--- src/hw/chan_cfg_defines.vh ---
// constants for the channel configuration and readback register bank
`ifndef CHAN_CFG_DEFINES_VH
`define CHAN_CFG_DEFINES_VH
`define PROTO_REV_VALUE      8'h11
`define CFG_WIDTH            16
`define CFG_RESET            16'h0000
`define CFG_WR_MASK          16'h0fff
`define CFG_FAST_SERVO_OFF   11
`define CFG_SUP_LORES        10
`define CFG_ADC_HIRES        9
`define CFG_CTRL_SEL         8
`define CFG_SERVO_CONT       7
`define CFG_SERVO_ON_WARN    6
`define CFG_DAC_MODE_HI      5
`define CFG_DAC_MODE_LO      4
`define DAC_MODE_SERVO       2'b00
`define DAC_MODE_OPEN        2'b01
`define DAC_MODE_DIRECT      2'b10
`define DAC_MODE_SOFT        2'b11
`define CMD_TEMP             2'h0
`define CMD_REV              2'h1
`define CMD_CFG              2'h2
`define TEMP_EXP_HI          15
`define TEMP_EXP_LO          11
`endif

--- src/hw/chan_cfg_decode.v ---
// per-channel decoder of configuration fields into steering controls
`include "chan_cfg_defines.vh"
module chan_cfg_decode #(
  parameter ODD = 0
) (
  input  wire [15:0] cfg,
  input  wire        first_control_pin,
  input  wire        second_control_pin,
  output wire        fast_servo_en,
  output wire        sup_fine_step,
  output wire        adc_fine_step,
  output wire        ctrl_level,
  output wire        dac_connect,
  output wire        dac_soft,
  output wire        dac_direct,
  output wire        servo_en,
  output wire        servo_cont,
  output wire        reservo_warn,
  output wire        wait_rise
);
  wire [1:0] mode;
  assign mode = cfg[`CFG_DAC_MODE_HI:`CFG_DAC_MODE_LO];
  assign fast_servo_en = ~cfg[`CFG_FAST_SERVO_OFF]; // [RL5]
  assign sup_fine_step = ~cfg[`CFG_SUP_LORES]; // [RL6]
  // even channels ignore the bit and stay coarse
  assign adc_fine_step = (ODD != 0) & cfg[`CFG_ADC_HIRES]; // [RL7]
  assign ctrl_level = cfg[`CFG_CTRL_SEL] ? second_control_pin
                                         : first_control_pin; // [RL8]
  assign servo_en   = (mode == `DAC_MODE_SERVO); // [RL11]
  assign servo_cont = servo_en & cfg[`CFG_SERVO_CONT]; // [RL9]
  assign reservo_warn = servo_en & ~cfg[`CFG_SERVO_CONT] &
                        cfg[`CFG_SERVO_ON_WARN]; // [RL10]
  assign wait_rise  = servo_en; // [RL11] [RL12]
  assign dac_connect = (mode != `DAC_MODE_OPEN); // [RL12]
  assign dac_soft   = servo_en | (mode == `DAC_MODE_SOFT); // [RL11] [RL12]
  assign dac_direct = (mode == `DAC_MODE_DIRECT); // [RL12]
endmodule // chan_cfg_decode

--- src/hw/channel_config_and_readback.v ---
// command register bank: temperature readback, revision, channel config
// How it works
// RL1: temperature reads back as 5-bit exponent over 11-bit mantissa.
// RL2: revision register is read only, fixed at hex 11.
// RL3: each channel keeps its own configuration word.
// RL4: upper four config bits ignore writes and read zero.
// RL5: bit 11 set disables fast servo, clear enables it.
// RL6: bit 10 picks supervisor step 4 mV or 8 mV.
// RL7: bit 9 picks fine adc step, odd channels only.
// RL8: bit 8 picks first or second control pin.
// RL9: bit 7 continuous servo, only in dac mode 00.
// RL10: bit 6 re-servo on warning, mode 00 and no continuous servo.
// RL11: mode 00 soft connects, servos, waits rise time on entry.
// RL12: mode 01 open, 10 direct dac code, 11 soft connect then writes.
`include "chan_cfg_defines.vh"
module channel_config_and_readback #(
  parameter NCH = 8
) (
  input  wire             core_clk,
  input  wire             rstn,
  input  wire [2:0]       page,
  input  wire [1:0]       cmd,
  input  wire             wr_en,
  input  wire             rd_en,
  input  wire [15:0]      wr_data,
  input  wire [4:0]       temp_exp,
  input  wire [10:0]      temp_mant,
  input  wire             temp_valid,
  input  wire             first_control_pin,
  input  wire             second_control_pin,
  output reg  [15:0]      rd_data_ff,
  output reg              rd_valid_ff,
  output reg  [NCH-1:0]   fast_servo_en_ff,
  output reg  [NCH-1:0]   sup_fine_step_ff,
  output reg  [NCH-1:0]   adc_fine_step_ff,
  output reg  [NCH-1:0]   ctrl_level_ff,
  output reg  [NCH-1:0]   dac_connect_ff,
  output reg  [NCH-1:0]   dac_soft_ff,
  output reg  [NCH-1:0]   dac_direct_ff,
  output reg  [NCH-1:0]   servo_en_ff,
  output reg  [NCH-1:0]   servo_cont_ff,
  output reg  [NCH-1:0]   reservo_warn_ff,
  output reg  [NCH-1:0]   wait_rise_ff
);
  reg  [15:0] temp_ff;
  reg  [15:0] cfg_ff [0:NCH-1];
  reg  [2:0]  c0_sync_ff;
  reg  [2:0]  c1_sync_ff;
  reg         c0_ff;
  reg         c1_ff;
  reg  [15:0] nxt_rd_data;
  wire [NCH-1:0] w_fse, w_sup, w_adc, w_ctl, w_con, w_soft, w_dir;
  wire [NCH-1:0] w_sen, w_cont, w_warn, w_rise;
  wire [NCH-1:0] cfg_we;

  // config command decode for the per-channel write strobes
  function cfg_cmd;
    input [1:0] c;
    begin
      cfg_cmd = (c == `CMD_CFG);
    end
  endfunction

  // pins are asynchronous; accept a level once stages two and three agree
  always @(posedge core_clk or negedge rstn) begin
    if (!rstn) begin
      c0_sync_ff <= 3'h0;
      c0_ff      <= 1'b0;
    end else begin
      c0_sync_ff <= {c0_sync_ff[1:0], first_control_pin};
      if (c0_sync_ff[1] == c0_sync_ff[2])
        c0_ff <= c0_sync_ff[2];
    end
  end

  always @(posedge core_clk or negedge rstn) begin
    if (!rstn) begin
      c1_sync_ff <= 3'h0;
      c1_ff      <= 1'b0;
    end else begin
      c1_sync_ff <= {c1_sync_ff[1:0], second_control_pin};
      if (c1_sync_ff[1] == c1_sync_ff[2])
        c1_ff <= c1_sync_ff[2];
    end
  end

  // latest sample held until the next one arrives
  always @(posedge core_clk or negedge rstn) begin
    if (!rstn)
      temp_ff <= 16'h0000;
    else if (temp_valid)
      temp_ff <= {temp_exp, temp_mant}; // [RL1]
  end

  genvar g;
  generate
    for (g = 0; g < NCH; g = g + 1) begin : ch
      assign cfg_we[g] = wr_en & cfg_cmd(cmd) & (page == g); // [RL3]
      always @(posedge core_clk or negedge rstn) begin
        if (!rstn)
          cfg_ff[g] <= `CFG_RESET;
        else if (cfg_we[g])
          cfg_ff[g] <= wr_data & `CFG_WR_MASK; // [RL3] [RL4]
      end
      chan_cfg_decode #(.ODD(g % 2)) u_dec (
        .cfg                (cfg_ff[g]),
        .first_control_pin  (c0_ff),
        .second_control_pin (c1_ff),
        .fast_servo_en      (w_fse[g]),
        .sup_fine_step      (w_sup[g]),
        .adc_fine_step      (w_adc[g]),
        .ctrl_level         (w_ctl[g]),
        .dac_connect        (w_con[g]),
        .dac_soft           (w_soft[g]),
        .dac_direct         (w_dir[g]),
        .servo_en           (w_sen[g]),
        .servo_cont         (w_cont[g]),
        .reservo_warn       (w_warn[g]),
        .wait_rise          (w_rise[g])
      );
    end
  endgenerate

  always @* begin
    case (cmd)
      `CMD_TEMP: nxt_rd_data = temp_ff; // [RL1]
      `CMD_REV:  nxt_rd_data = {8'h00, `PROTO_REV_VALUE}; // [RL2]
      `CMD_CFG:  nxt_rd_data = cfg_ff[page] & `CFG_WR_MASK; // [RL4]
      default:   nxt_rd_data = 16'h0000;
    endcase
  end

  // decoded controls registered so every output comes from a flop
  always @(posedge core_clk or negedge rstn) begin
    if (!rstn)
      rd_valid_ff <= 1'b0;
    else
      rd_valid_ff <= rd_en;
  end

  // read word holds until the next read, so a slow host can still take it
  always @(posedge core_clk or negedge rstn) begin
    if (!rstn)
      rd_data_ff <= 16'h0000;
    else if (rd_en)
      rd_data_ff <= nxt_rd_data;
  end

  always @(posedge core_clk or negedge rstn) begin
    if (!rstn)
      fast_servo_en_ff <= {NCH{1'b0}};
    else
      fast_servo_en_ff <= w_fse; // [RL5]
  end

  always @(posedge core_clk or negedge rstn) begin
    if (!rstn)
      sup_fine_step_ff <= {NCH{1'b0}};
    else
      sup_fine_step_ff <= w_sup; // [RL6]
  end

  always @(posedge core_clk or negedge rstn) begin
    if (!rstn)
      adc_fine_step_ff <= {NCH{1'b0}};
    else
      adc_fine_step_ff <= w_adc; // [RL7]
  end

  always @(posedge core_clk or negedge rstn) begin
    if (!rstn)
      ctrl_level_ff <= {NCH{1'b0}};
    else
      ctrl_level_ff <= w_ctl; // [RL8]
  end

  always @(posedge core_clk or negedge rstn) begin
    if (!rstn)
      dac_connect_ff <= {NCH{1'b0}};
    else
      dac_connect_ff <= w_con; // [RL12]
  end

  always @(posedge core_clk or negedge rstn) begin
    if (!rstn)
      dac_soft_ff <= {NCH{1'b0}};
    else
      dac_soft_ff <= w_soft; // [RL11]
  end

  always @(posedge core_clk or negedge rstn) begin
    if (!rstn)
      dac_direct_ff <= {NCH{1'b0}};
    else
      dac_direct_ff <= w_dir; // [RL12]
  end

  always @(posedge core_clk or negedge rstn) begin
    if (!rstn)
      servo_en_ff <= {NCH{1'b0}};
    else
      servo_en_ff <= w_sen; // [RL11]
  end

  always @(posedge core_clk or negedge rstn) begin
    if (!rstn)
      servo_cont_ff <= {NCH{1'b0}};
    else
      servo_cont_ff <= w_cont; // [RL9]
  end

  always @(posedge core_clk or negedge rstn) begin
    if (!rstn)
      reservo_warn_ff <= {NCH{1'b0}};
    else
      reservo_warn_ff <= w_warn; // [RL10]
  end

  always @(posedge core_clk or negedge rstn) begin
    if (!rstn)
      wait_rise_ff <= {NCH{1'b0}};
    else
      wait_rise_ff <= w_rise; // [RL11]
  end
endmodule // channel_config_and_readback

--- config.mk ---
export PLATFORM = sky130hd
export DESIGN_NAME = channel_config_and_readback
export DESIGN_NICKNAME = d
export VERILOG_FILES = /design/src/hw/chan_cfg_decode.v /design/src/hw/channel_config_and_readback.v
export VERILOG_INCLUDE_DIRS = /design/src /design/src/hw
export SDC_FILE = /design/constraint.sdc
export NUM_CORES = 1
export LEC_CHECK = 0
export BUFFER_PORTS_ARGS = -buffer_cell sky130_fd_sc_hd__clkbuf_2
export CAP_MARGIN = 0
export CORE_MARGIN = 4
export CORE_UTILIZATION = 50
export DETAILED_ROUTE_END_ITERATION = 16
export PLACE_DENSITY = 0.75
export SLEW_MARGIN = 20
export SYNTH_ARGS = -nofsm -noshare
export SYNTH_HDL_FRONTEND = slang
export SYNTH_SLANG_ARGS = --single-unit
--- constraint.sdc ---
create_clock -name core_clk -period 1.45 [get_ports core_clk]
set_clock_uncertainty 0.1 [all_clocks]
set_input_delay 0.0725 -clock core_clk [delete_from_list [all_inputs] [get_ports core_clk]]
set_output_delay 0.0725 -clock core_clk [all_outputs]
set_load 0.05 [all_outputs]
==> summary.md, run 1 <==
| Metric | Value |
|---|---|
| Status | `finished, violations left` |
| Failing checks | `negative setup slack` |
| H-tree Lvls | `1` |
| Seq/Total Area, Yosys | `61.54%` |
| Total Routing Usage GR | `20.99%` |
| Post-Synth XOR/XNOR Area | `0%` |
| Crit path arrival time | `1.82 ns` |
| RePlAce Congestion | `0.8567` |
| Syn Inst Count | `611` |
| NumNets Final | `933` |
| Post-Syn Area | `0.008661 mm^2` |
| Most used flip-flop cell after synthesis | `dfrtp_1` |
| ANT cells | `0` |
| Placed wire-length estimate | `14580 um` |
| Startpoint Class | `flop` |
| Number of vias per cell | `5.191` |
| Tcrit/Tclk final | `105.7%` |
| Row count | `47` |
| First-pass GRT wire length | `33060 um` |
| Mux cell area share after synthesis | `19.86%` |
| Largest register FFs | `96` |
| Fmax | `652.3 MHz` |
| Antenna violations before repair | `0` |
| Sequential cell area | `0.005330 mm^2` |
| Area of the multi-input gates | `0.003047 mm^2` |
| Share of layout cells above drive strength 1 | `48.81%` |
| Final-report setup violation count | `3` |
| Die Y | `139.6 um` |
| Die X | `139.6 um` |
| Critical path endpoint category | `flop` |
| Crit-path slowest cell | `mux4_2` |
| CTS Root Buffer Type | `clkbuf_16` |
| Final Hold Viols | `0` |
| DRC Markers | `0` |
| Detailed Routing Iterations Pass 1 | `4` |
| Clk_lat worst skew | `0.50 ns` |
| Clk sinks | `213` |
| RSZ-0062 raised after global routing | `true` |
| VDD IR max | `0.001013 V` |
| Synth-to-Final Area Change | `31.54%` |
| Dpl cell area | `0.01020 mm^2` |
| CP Cell Sequence | `mux4_2, nor2_4, nor4_2, a221o_1` |
| PwrDens | `1593 mW/mm^2` |
| Core Region | `0.01676 mm^2` |
| Critical Path RT | `1.74 ns` |
| Number of global-route vias before repair | `6228` |
| Fin cells | `1101` |
| Worst hold path type | `in2reg` |
| FF+latch count, synth | `213` |
| IO Port Bufs | `140` |
| Cell variety after synth | `45` |
| # placed instances | `1029` |
| DRT Wirelength | `20350 um` |
| Simple-gate share of the synthesized area | `4.970%` |
| CTS tree | `done` |
| MaxCap Viol Count | `0` |
| Layout fillers | `1150` |
| Largest family of logic cells by synthesized area | `multiplexers` |
| Ys async rst share | `100.0%` |
| Largest net degree at the start of global routing | `62` |
| Share of the core filled with cells | `67.97%` |
| EDFF count, synth | `0` |
| Gr ovfl total | `0` |
| CTS buffer count | `22` |
| Worst-path clk slew | `0.07 ns` |
| Via count | `5715` |
| DR WL/cell | `18.49 um` |
| Static Leak | `0.005552 uW` |
| Register bank with the most flops | `cfg_ff` |
| Worst R2R Setup Slack | `-0.08 ns` |
| Biggest regs | `cfg_ff (96), rd_data_ff (16), temp_ff (16)` |
| Largest stage delay, worst path | `0.50 ns` |
| Crit-path max FO | `2` |
| Pins over their slew limit | `0` |
| Yosys Warn Count | `0` |
| Initial drt markers | `382` |
| Initial core utilization | `51.68%` |
| Syn_area_per_cell | `14.17 um^2` |
| Die Area | `0.01949 mm^2` |
| Worst setup path category | `reg2reg` |
| Crit path time final | `1.533 ns` |
| Final worst setup slack | `-0.08298 ns` |
| Complex-gate fraction of the synthesized area | `4.883%` |
| Io pins | `149` |
| Area share of fa/ha/maj cells after synthesis | `3.698%` |
| Post-route cell area | `0.01139 mm^2` |
| ANT nets after route | `0` |
| Deepest clock path buffer count | `3` |
cell families (layout without fill, tap and decap cells):
kind of cell               Yosys count  in the layout
other                                1              4
muxes                              150            150
AOI/OAI and AO/OA                   57             57
and+or+nand+nor                     76             76
buffers and inverters               88            355
adders and majority gates           26             26
DFF                                213            213
per-stage QoR:
step	setup slack (ns)	power [uW]	hold slack (ns)	setup TNS (ns)
2_1_floorplan	0.02615	11000	-0.3231	0
3_3_place_gp	-0.2557	12370	-0.1080	-7.916
3_5_place_dp	-0.2574	12540	-0.1040	-10.02
4_1_cts	-0.07637	18270	0.02895	-0.1134
5_1_grt	-0.1202	18950	0.07973	-0.2131
6_report	-0.08298	18150	0.06311	-0.1254
routing by layer:
| metal | vias up | track usage, % | routed length, um | share of wire, % |
|---|---|---|---|---|
| li1 | 2604 | - | - | - |
| met1 | 2893 | 26.35 | 7995 | 39 |
| met2 | 173 | 37.12 | 10660 | 52 |
| met3 | 45 | 3.602 | 1117 | 5.5 |
| met4 | 0 | 6.935 | 582 | 2.9 |
| met5 | - | 0 | 0 | 0 |
layout make-up:
type | instances | share of cell area, %
Timing Repair Buffer | 266 | 16.05
Multi-Input combinational cell | 313 | 26.74
Inverter | 49 | 1.614
Sequential cell | 213 | 46.79
Tap cell | 220 | 2.416
Clock buffer | 31 | 5.755
Clock inverter | 9 | 0.6370
worst max-delay path, delay by kind of cell (launching register included):
kind,cells,cell delay (ns)
AOI/OAI and AO/OA,1,0.27
DFF,1,0.39
muxes,1,0.50
and+or+nand+nor,2,0.15
path summary, 6_finish.rpt:
| kind | start | endpoint | cells after the start |
|---|---|---|---|
| max in group asynchronous | rstn | cfg_ff[57] | 4 |
| setup reg to reg | cfg_ff[75] | rd_data_ff[11] | 4 |
| hold reg to reg | c0_sync_ff[0] | c0_sync_ff[1] | 0 |
| hold / removal | wr_en | cfg_ff[50] | 4 |
| setup / recovery | cfg_ff[75] | rd_data_ff[11] | 4 |
| min in group asynchronous | rstn | cfg_ff[103] | 3 |
report_power, final:
part	switching, uW	total, uW	internal [uW]
clock network	2230	5560	3330
registers	583	7610	7020
logic	3320	4980	1660
synthesized netlist by cell type (all sizes together), types with 2 or more instances:
library cell	n	area share (%)
inv	49	2.1
nor3	5	0.29
and2	8	0.58
a221o	6	0.69
nand3	4	0.29
mux2i	11	1.3
buf	32	2.6
a211o	3	0.30
a21oi	2	0.12
o22ai	6	0.43
mux2	135	18
and3b	2	0.20
a211oi	13	1.1
clkbuf	7	0.30
nand2	17	0.74
a31oi	2	0.14
nor2b	10	0.72
a2111oi	6	0.61
o21ai	9	0.52
nand3b	2	0.17
maj3	2	0.23
nand2b	4	0.38
o31ai	2	0.17
nor3b	2	0.43
nor2	17	0.77
ha	24	3.5
a22o	4	0.40
and2b	2	0.19
mux4	4	1.0
dfrtp	213	62
repair_timing:
item / 4_1_cts / 5_1_grt
endpoints found under the hold margin: 333 / 0
endpoints found under the setup margin: 7 / 7
pin swaps: 4 / 2
hold buffers: 34 / 0
setup buffers: 2 / 0
gates resized for setup: 18 / 11
cell usage in the layout (no fill, tap or decap), types with 3 or more instances in the layout:
master,n
dfrtp_1,213
clkbuf_2,139
mux2_2,133
buf_4,85
inv_1,49
dlygate4sd3_1,34
ha_1,24
clkbuf_16,23
nand2_1,17
nor2_1,15
mux2i_1,11
nor2b_1,10
a211oi_1,9
and2_1,8
o21ai_0,7
clkinv_2,7
buf_12,7
a221o_1,6
clkbuf_8,6
nor3_1,5
a22o_1,4
mux4_2,4
a211oi_2,4
conb_1,4
nand2b_1,3
nand3_1,3
a2111oi_2,3
a211o_1,3
clkbuf_1,3
Note: power is estimated with default switching activity, not from simulation.
==> run 2, diff against run 1 <==
ABC_AREA = 1   (was not set)
PLACE_DENSITY = not set   (was 0.75)
PLACE_DENSITY_LB_ADDON = 0.3   (was not set)
==> run 2 against run 1 <==
Against the previous run:
- the run now ends clean
- critical endpoint is now cfg_ff[9]
- critical path type is now in2reg
- combinational power fell by 3%
- cell area fell by 2.9%
- largest cell class unchanged
- global-route usage rose by 0.66 points
- wire length rose by 4.2%
- first-iteration DRC count rose by 26%
- final cell count rose by 21%
- total power rose by 3.2%
- non-clock buffer count fell by 57
==> summary.md, run 2 <==
| Metric | Value |
|---|---|
| Worst setup path category | `in2reg` |
| Most numerous cell in the Yosys netlist | `nand2_1` |
| Final Hold Viols | `0` |
| Die X | `140.1 um` |
| DRT Wirelength | `21210 um` |
| Syn_area_per_cell | `9.560 um^2` |
| Most used flip-flop cell after synthesis | `dfrtp_1` |
| Critical path endpoint category | `flop` |
| Worst path bufs/invs | `4` |
| Share of the synthesized area in the top cell type | `61.14%` |
| CP delay by family, top | `buffers and inverters` |
| Tcrit/Tclk final | `99.18%` |
| Layout fillers | `1426` |
| CP Depth | `10` |
| Most frequent cell on the critical path | `nand2_4` |
| End of the worst register-to-register path | `rd_data_ff[8]` |
| Area of the multi-input gates | `0.002768 mm^2` |
| Die Area | `0.01961 mm^2` |
| FF+latch count, synth | `213` |
| Deepest clock path buffer count | `3` |
| Biggest regs | `cfg_ff (96), rd_data_ff (16), temp_ff (16)` |
| Row count | `48` |
| CP endpoint | `cfg_ff[9]` |
| DRC Markers | `0` |
| Syn Inst Count | `912` |
| Largest net degree at the start of global routing | `52` |
| Synth cell count leaders | `nand2_1, dfrtp_1, inv_1` |
| Cell taking the most area after synthesis | `dfrtp_1` |
| Leading cell types in the layout, fill and taps excluded | `nand2_1, dfrtp_1, clkbuf_2` |
| Yosys Warn Count | `0` |
| Number of global-route vias before repair | `6325` |
| Worst-margin pin slew | `0.5415 ns` |
| Detailed Routing Iterations Pass 1 | `5` |
| Synth-to-Final Area Change | `26.88%` |
| Largest register FFs | `96` |
| Static Leak | `0.005675 uW` |
| RePlAce Congestion | `0.9264` |
| Slew HR | `63.86%` |
| Crit path arrival time | `1.77 ns` |
| Core Region | `0.01718 mm^2` |
| Die Y | `140.1 um` |
| Worst hold path type | `in2reg` |
| Placed wire-length estimate | `13870 um` |
| ANT nets after route | `0` |
| R2r startpoint | `cfg_ff[120]` |
| CP Cell Sequence | `dlygate4sd3_1, inv_2, nand2_4, nor2_4, nand2_4, nor3_4, buf_12, clkbuf_16, nor2_1, a21oi_2` |
| Register bank with the most flops | `cfg_ff` |
| Share of layout cells above drive strength 1 | `22.24%` |
| VDD IR max | `0.0009666 V` |
| MaxCap Viol Count | `0` |
| Fin cells | `1331` |
| Fmax | `695.3 MHz` |
| Crit path from | `cmd[0]` |
| Cell variety after synth | `24` |
| Pins over their slew limit | `0` |
| Area contributors post-synth | `dfrtp_1, nand2_1, a21oi_1, o21ai_0, ha_1` |
| PwrDens | `1693 mW/mm^2` |
| Number of vias per cell | `4.970` |
| ANT cells | `0` |
| Post-route cell area | `0.01106 mm^2` |
| Crit-path slowest cell | `dlygate4sd3_1` |
| First-pass GRT wire length | `34040 um` |
| Clk sinks | `213` |
| Crit path time final | `1.438 ns` |
| CTS buffer count | `22` |
| Worst-path clk slew | `0.06 ns` |
| DR WL/cell | `15.94 um` |
| EDFF count, synth | `0` |
| Ys async rst share | `100.0%` |
| Sequential cell area | `0.005330 mm^2` |
| Clk_lat worst skew | `0.50 ns` |
| NumNets Final | `1158` |
| Most common cell after layout, fill and taps aside | `nand2_1` |
| Share of the core filled with cells | `64.40%` |
| CTS Root Buffer Type | `clkbuf_16` |
| FF-to-FF path depth | `6` |
| IO Port Bufs | `140` |
| Io pins | `149` |
| # placed instances | `1250` |
| Total Routing Usage GR | `21.65%` |
| H-tree Lvls | `1` |
| Gr ovfl total | `0` |
| Antenna violations before repair | `0` |
| Via count | `6615` |
| Hold Slack | `0.02199 ns` |
| Critical Path RT | `1.78 ns` |
| Worst R2R Setup Slack | `0.14 ns` |
| Initial drt markers | `481` |
| Status | `completed` |
| Initial core utilization | `50.76%` |
| Seq/Total Area, Yosys | `61.14%` |
| CTS tree | `done` |
| Startpoint Class | `primary input` |
| Largest stage delay, worst path | `0.58 ns` |
| Post-Syn Area | `0.008718 mm^2` |
| Crit-path max FO | `12` |
| Dpl cell area | `0.009793 mm^2` |
| Final-report setup violation count | `0` |
[run 2: cell type report]
cell class	instances	area share [%]
clock buffer	28	5.825
clock inverter	12	1.482
inverter	82	2.862
multi-input combinational	562	25.02
sequential	213	48.18
tap	225	2.545
timing repair buffer	209	14.08
[run 2: how the worst min path moves through the flow]
stage          startpoint                  end  slack, ns  cells past startpoint
2_1_floorplan        rstn  adc_fine_step_ff[1]      -0.32                      0
3_3_place_gp         rstn   reservo_warn_ff[7]      -0.10                      1
3_5_place_dp         rstn     servo_cont_ff[7]       -0.1                      1
4_1_cts        temp_valid           temp_ff[0]      0.009                      3
5_1_grt           page[2]        rd_data_ff[6]       0.04                      4
6_report       temp_valid           temp_ff[4]       0.02                      3
[run 2: repair_timing]
| item | in CTS | in global routing |
|---|---|---|
| endpoints found under the hold margin | 333 | 0 |
| setup endpoints to repair | 0 | 36 |
| hold buffers | 37 | 0 |
| gates resized for setup | 0 | 7 |
| buffers inserted | 0 | 4 |
[run 2: cell families after synthesis]
group	count (synthesis)	share of synthesized area, %
adders and majority gates	26	3.674
AOI/OAI and AO/OA	142	8.324
DFF	213	61.14
muxes	14	1.808
and+or+nand+nor	376	17.71
other	1	0.04301
buffers and inverters	140	7.305
[run 2: power breakdown]
part	leakage, uW	switching [uW]	internal (uW)
clock network	0.000407	2300	3850
logic	0.00271	3600	1220
registers	0.00256	617	7130
total	0.00567	6520	12200
[run 2: per-stage QoR]
stage               worst slack (ns)  power (uW)  setup TNS [ns]
floorplan                     0.3069       11240               0
global placement              0.1224       12480               0
detailed placement           0.08934       12570               0
CTS                          0.01321       18870               0
global route                -0.01858       19670        -0.02208
finish                       0.01186       18720               0
[run 2: tightest hold or removal path, delay by kind of cell]
kind,cells,cell delay (ns)
buffers and inverters,1,0.29
and+or+nand+nor,1,0.14
AOI/OAI and AO/OA,1,0.08
[run 2: routing by layer]
metal / wire, um / GRT usage, %
met4: 479 / 6.017
met1: 9321 / 31.04
met2: 10260 / 34.84
met3: 1150 / 3.278
met5: 0 / 0
==> run 3, diff against run 2 <==
ABC_AREA = not set   (was 1)
==> run 3 against run 2 <==
Against the previous run:
- the run now ends with negative setup slack left
- first-iteration DRC count is 50% lower
- flip-flop and latch count unchanged
- global-route usage down 1.0 points
- critical path type is now reg2reg
- critical endpoint is now rd_data_ff[11]
- highest routed layer unchanged
==> summary.md, run 3 (synthesis gave the netlist of run 1 again) <==
| Metric | Value |
|---|---|
| Status | `finished, violations left` |
| Failing checks | `negative setup slack` |
| Share of the core filled with cells | `66.32%` |
| Hold Path Stages | `4` |
| Row count | `47` |
| Number of vias per cell | `5.132` |
| Largest register FFs | `96` |
| Critical Path RT | `1.73 ns` |
| Largest stage delay, worst path | `0.48 ns` |
| CP Cell Sequence | `mux4_2, nor2_2, nor4_1, a221o_1` |
| Share of layout cells above drive strength 1 | `45.93%` |
| Initial core utilization | `51.68%` |
| Clk sinks | `213` |
| Total Routing Usage GR | `20.65%` |
| Biggest regs | `cfg_ff (96), rd_data_ff (16), temp_ff (16)` |
| ANT cells | `0` |
| Worst hold path type | `in2reg` |
| First-pass GRT wire length | `32350 um` |
| CTS buffer count | `23` |
| Final worst setup slack | `-0.06856 ns` |
| DRC Markers | `0` |
| PnR Total Power | `17730 uW` |
| CTS Root Buffer Type | `clkbuf_16` |
| Deepest clock path buffer count | `3` |
| Most common cell after layout, fill and taps aside | `dfrtp_1` |
| Met2 GRT Util | `35.17%` |
| VDD IR max | `0.001037 V` |
| Tcrit/Tclk final | `104.7%` |
| Met3 Use GR | `4.220%` |
| Layout fillers | `1211` |
| Slew HR | `58.33%` |
| Number of global-route vias before repair | `6006` |
| Worst setup path category | `reg2reg` |
| Detailed Routing Iterations Pass 1 | `4` |
| Static Leak | `0.005430 uW` |
| Synth-to-Final Area Change | `28.33%` |
| Crit path time final | `1.519 ns` |
| # placed instances | `1002` |
| Placed wire-length estimate | `14510 um` |
| Met1 usage | `27.14%` |
| ANT nets after route | `0` |
| Final Hold Viols | `0` |
| Die Y | `139.6 um` |
| Post-route cell area | `0.01111 mm^2` |
| Via count | `5543` |
| DR WL/cell | `18.48 um` |
| RSZ-0062 raised after global routing | `true` |
| Crit path arrival time | `1.80 ns` |
| Initial drt markers | `242` |
| Crit-path slowest cell | `mux4_2` |
| CTS tree | `done` |
| RePlAce Congestion | `0.8986` |
| Register bank with the most flops | `cfg_ff` |
| Layer with the highest usage | `met2` |
| Worst-path clk slew | `0.06 ns` |
| Io pins | `149` |
| DRT Wirelength | `19960 um` |
| Largest net degree at the start of global routing | `55` |
| Antenna violations before repair | `0` |
| H-tree Lvls | `1` |
| Dpl ws | `-0.1601 ns` |
| Crit-path max FO | `2` |
| MaxCap Viol Count | `0` |
| IO Port Bufs | `140` |
| R2r startpoint | `cfg_ff[91]` |
| Gr ovfl total | `0` |
| NumNets Final | `915` |
| FF-to-FF path depth | `4` |
| Start point of the worst hold path | `cmd[1]` |
| Die Area | `0.01949 mm^2` |
| Die X | `139.6 um` |
| Fin cells | `1080` |
| PwrDens | `1596 mW/mm^2` |
| Dpl cell area | `0.01002 mm^2` |
| Startpoint Class | `flop` |
| Leading cell types in the layout, fill and taps excluded | `dfrtp_1, clkbuf_2, mux2_2` |
| Clk_lat worst skew | `0.49 ns` |
| Pins over their slew limit | `0` |
| Worst-margin pin slew | `0.6237 ns` |
| Core Region | `0.01676 mm^2` |
| Fmax | `658.5 MHz` |
| Crit path from | `cfg_ff[91]` |
| Final-report setup violation count | `2` |
| Critical path endpoint category | `flop` |
[run 3: changes by cell type in the layout (fill, tap and decap cells not counted), sizes merged, moves of 8 or more]
cell,before,now
and2,0,8
buf,34,73
nor2,82,17
nor2b,0,10
a211oi,0,13
a21oi,76,2
nand3,40,4
o21ai,66,9
mux2i,0,11
nand2,252,17
mux2,14,135
inv,81,50
[run 3: timing repair]
action,4_1_cts,5_1_grt
hold buffers,34,0
buffers inserted,2,4
endpoints found under the setup margin,3,13
resized for setup,2,5
endpoints found under the hold margin,330,0
[run 3: cell type report]
class	count	area, um^2	area share (%)
clock buffers	32	649.4	5.843
flip-flops and latches	213	5330	47.96
well taps	220	275.3	2.477
multi-input cells	313	2925	26.32
inverters	49	183.9	1.655
clock inverters	6	36.28	0.3265
repair buffers	247	1714	15.42
[run 3: layer usage]
metal	wire [um]	vias to the layer above
met5	0	-
met4	586	0
met3	1051	40
met2	10110	141
met1	8214	2788
li1	-	2574
[run 3: path summary, 6_finish.rpt]
check	slack (ns)	endpoint
setup / recovery	-0.07	rd_data_ff[11]
hold / removal	0.08	rd_data_ff[15]
setup reg to reg	-0.07	rd_data_ff[11]
hold reg to reg	0.26	c1_sync_ff[1]
max in group asynchronous	0.22	cfg_ff[107]
min in group asynchronous	0.48	dac_direct_ff[2]
[run 3: worst max-delay path: cells and delay by family (launching register included)]
family	cells	cell delay (ns)
AND/OR/NAND/NOR	2	0.17
AO/OA/AOI/OAI	1	0.28
flip-flops	1	0.38
multiplexers	1	0.48
[run 3: power breakdown]
group          total, uW  switching, uW  internal [uW]
Clock               5290           2190           3110
Sequential          7630            603           7030
Combinational       4810           3240           1570
[run 3: per-stage QoR]
stage / setup TNS [ns] / hold WS [ns]
4_1_cts: -0.1158 / 0.05059
3_3_place_gp: -4.052 / -0.1244
6_report: -0.09915 / 0.07764
5_1_grt: -0.4443 / 0.09955
2_1_floorplan: 0 / -0.3231
3_5_place_dp: -5.368 / -0.1166
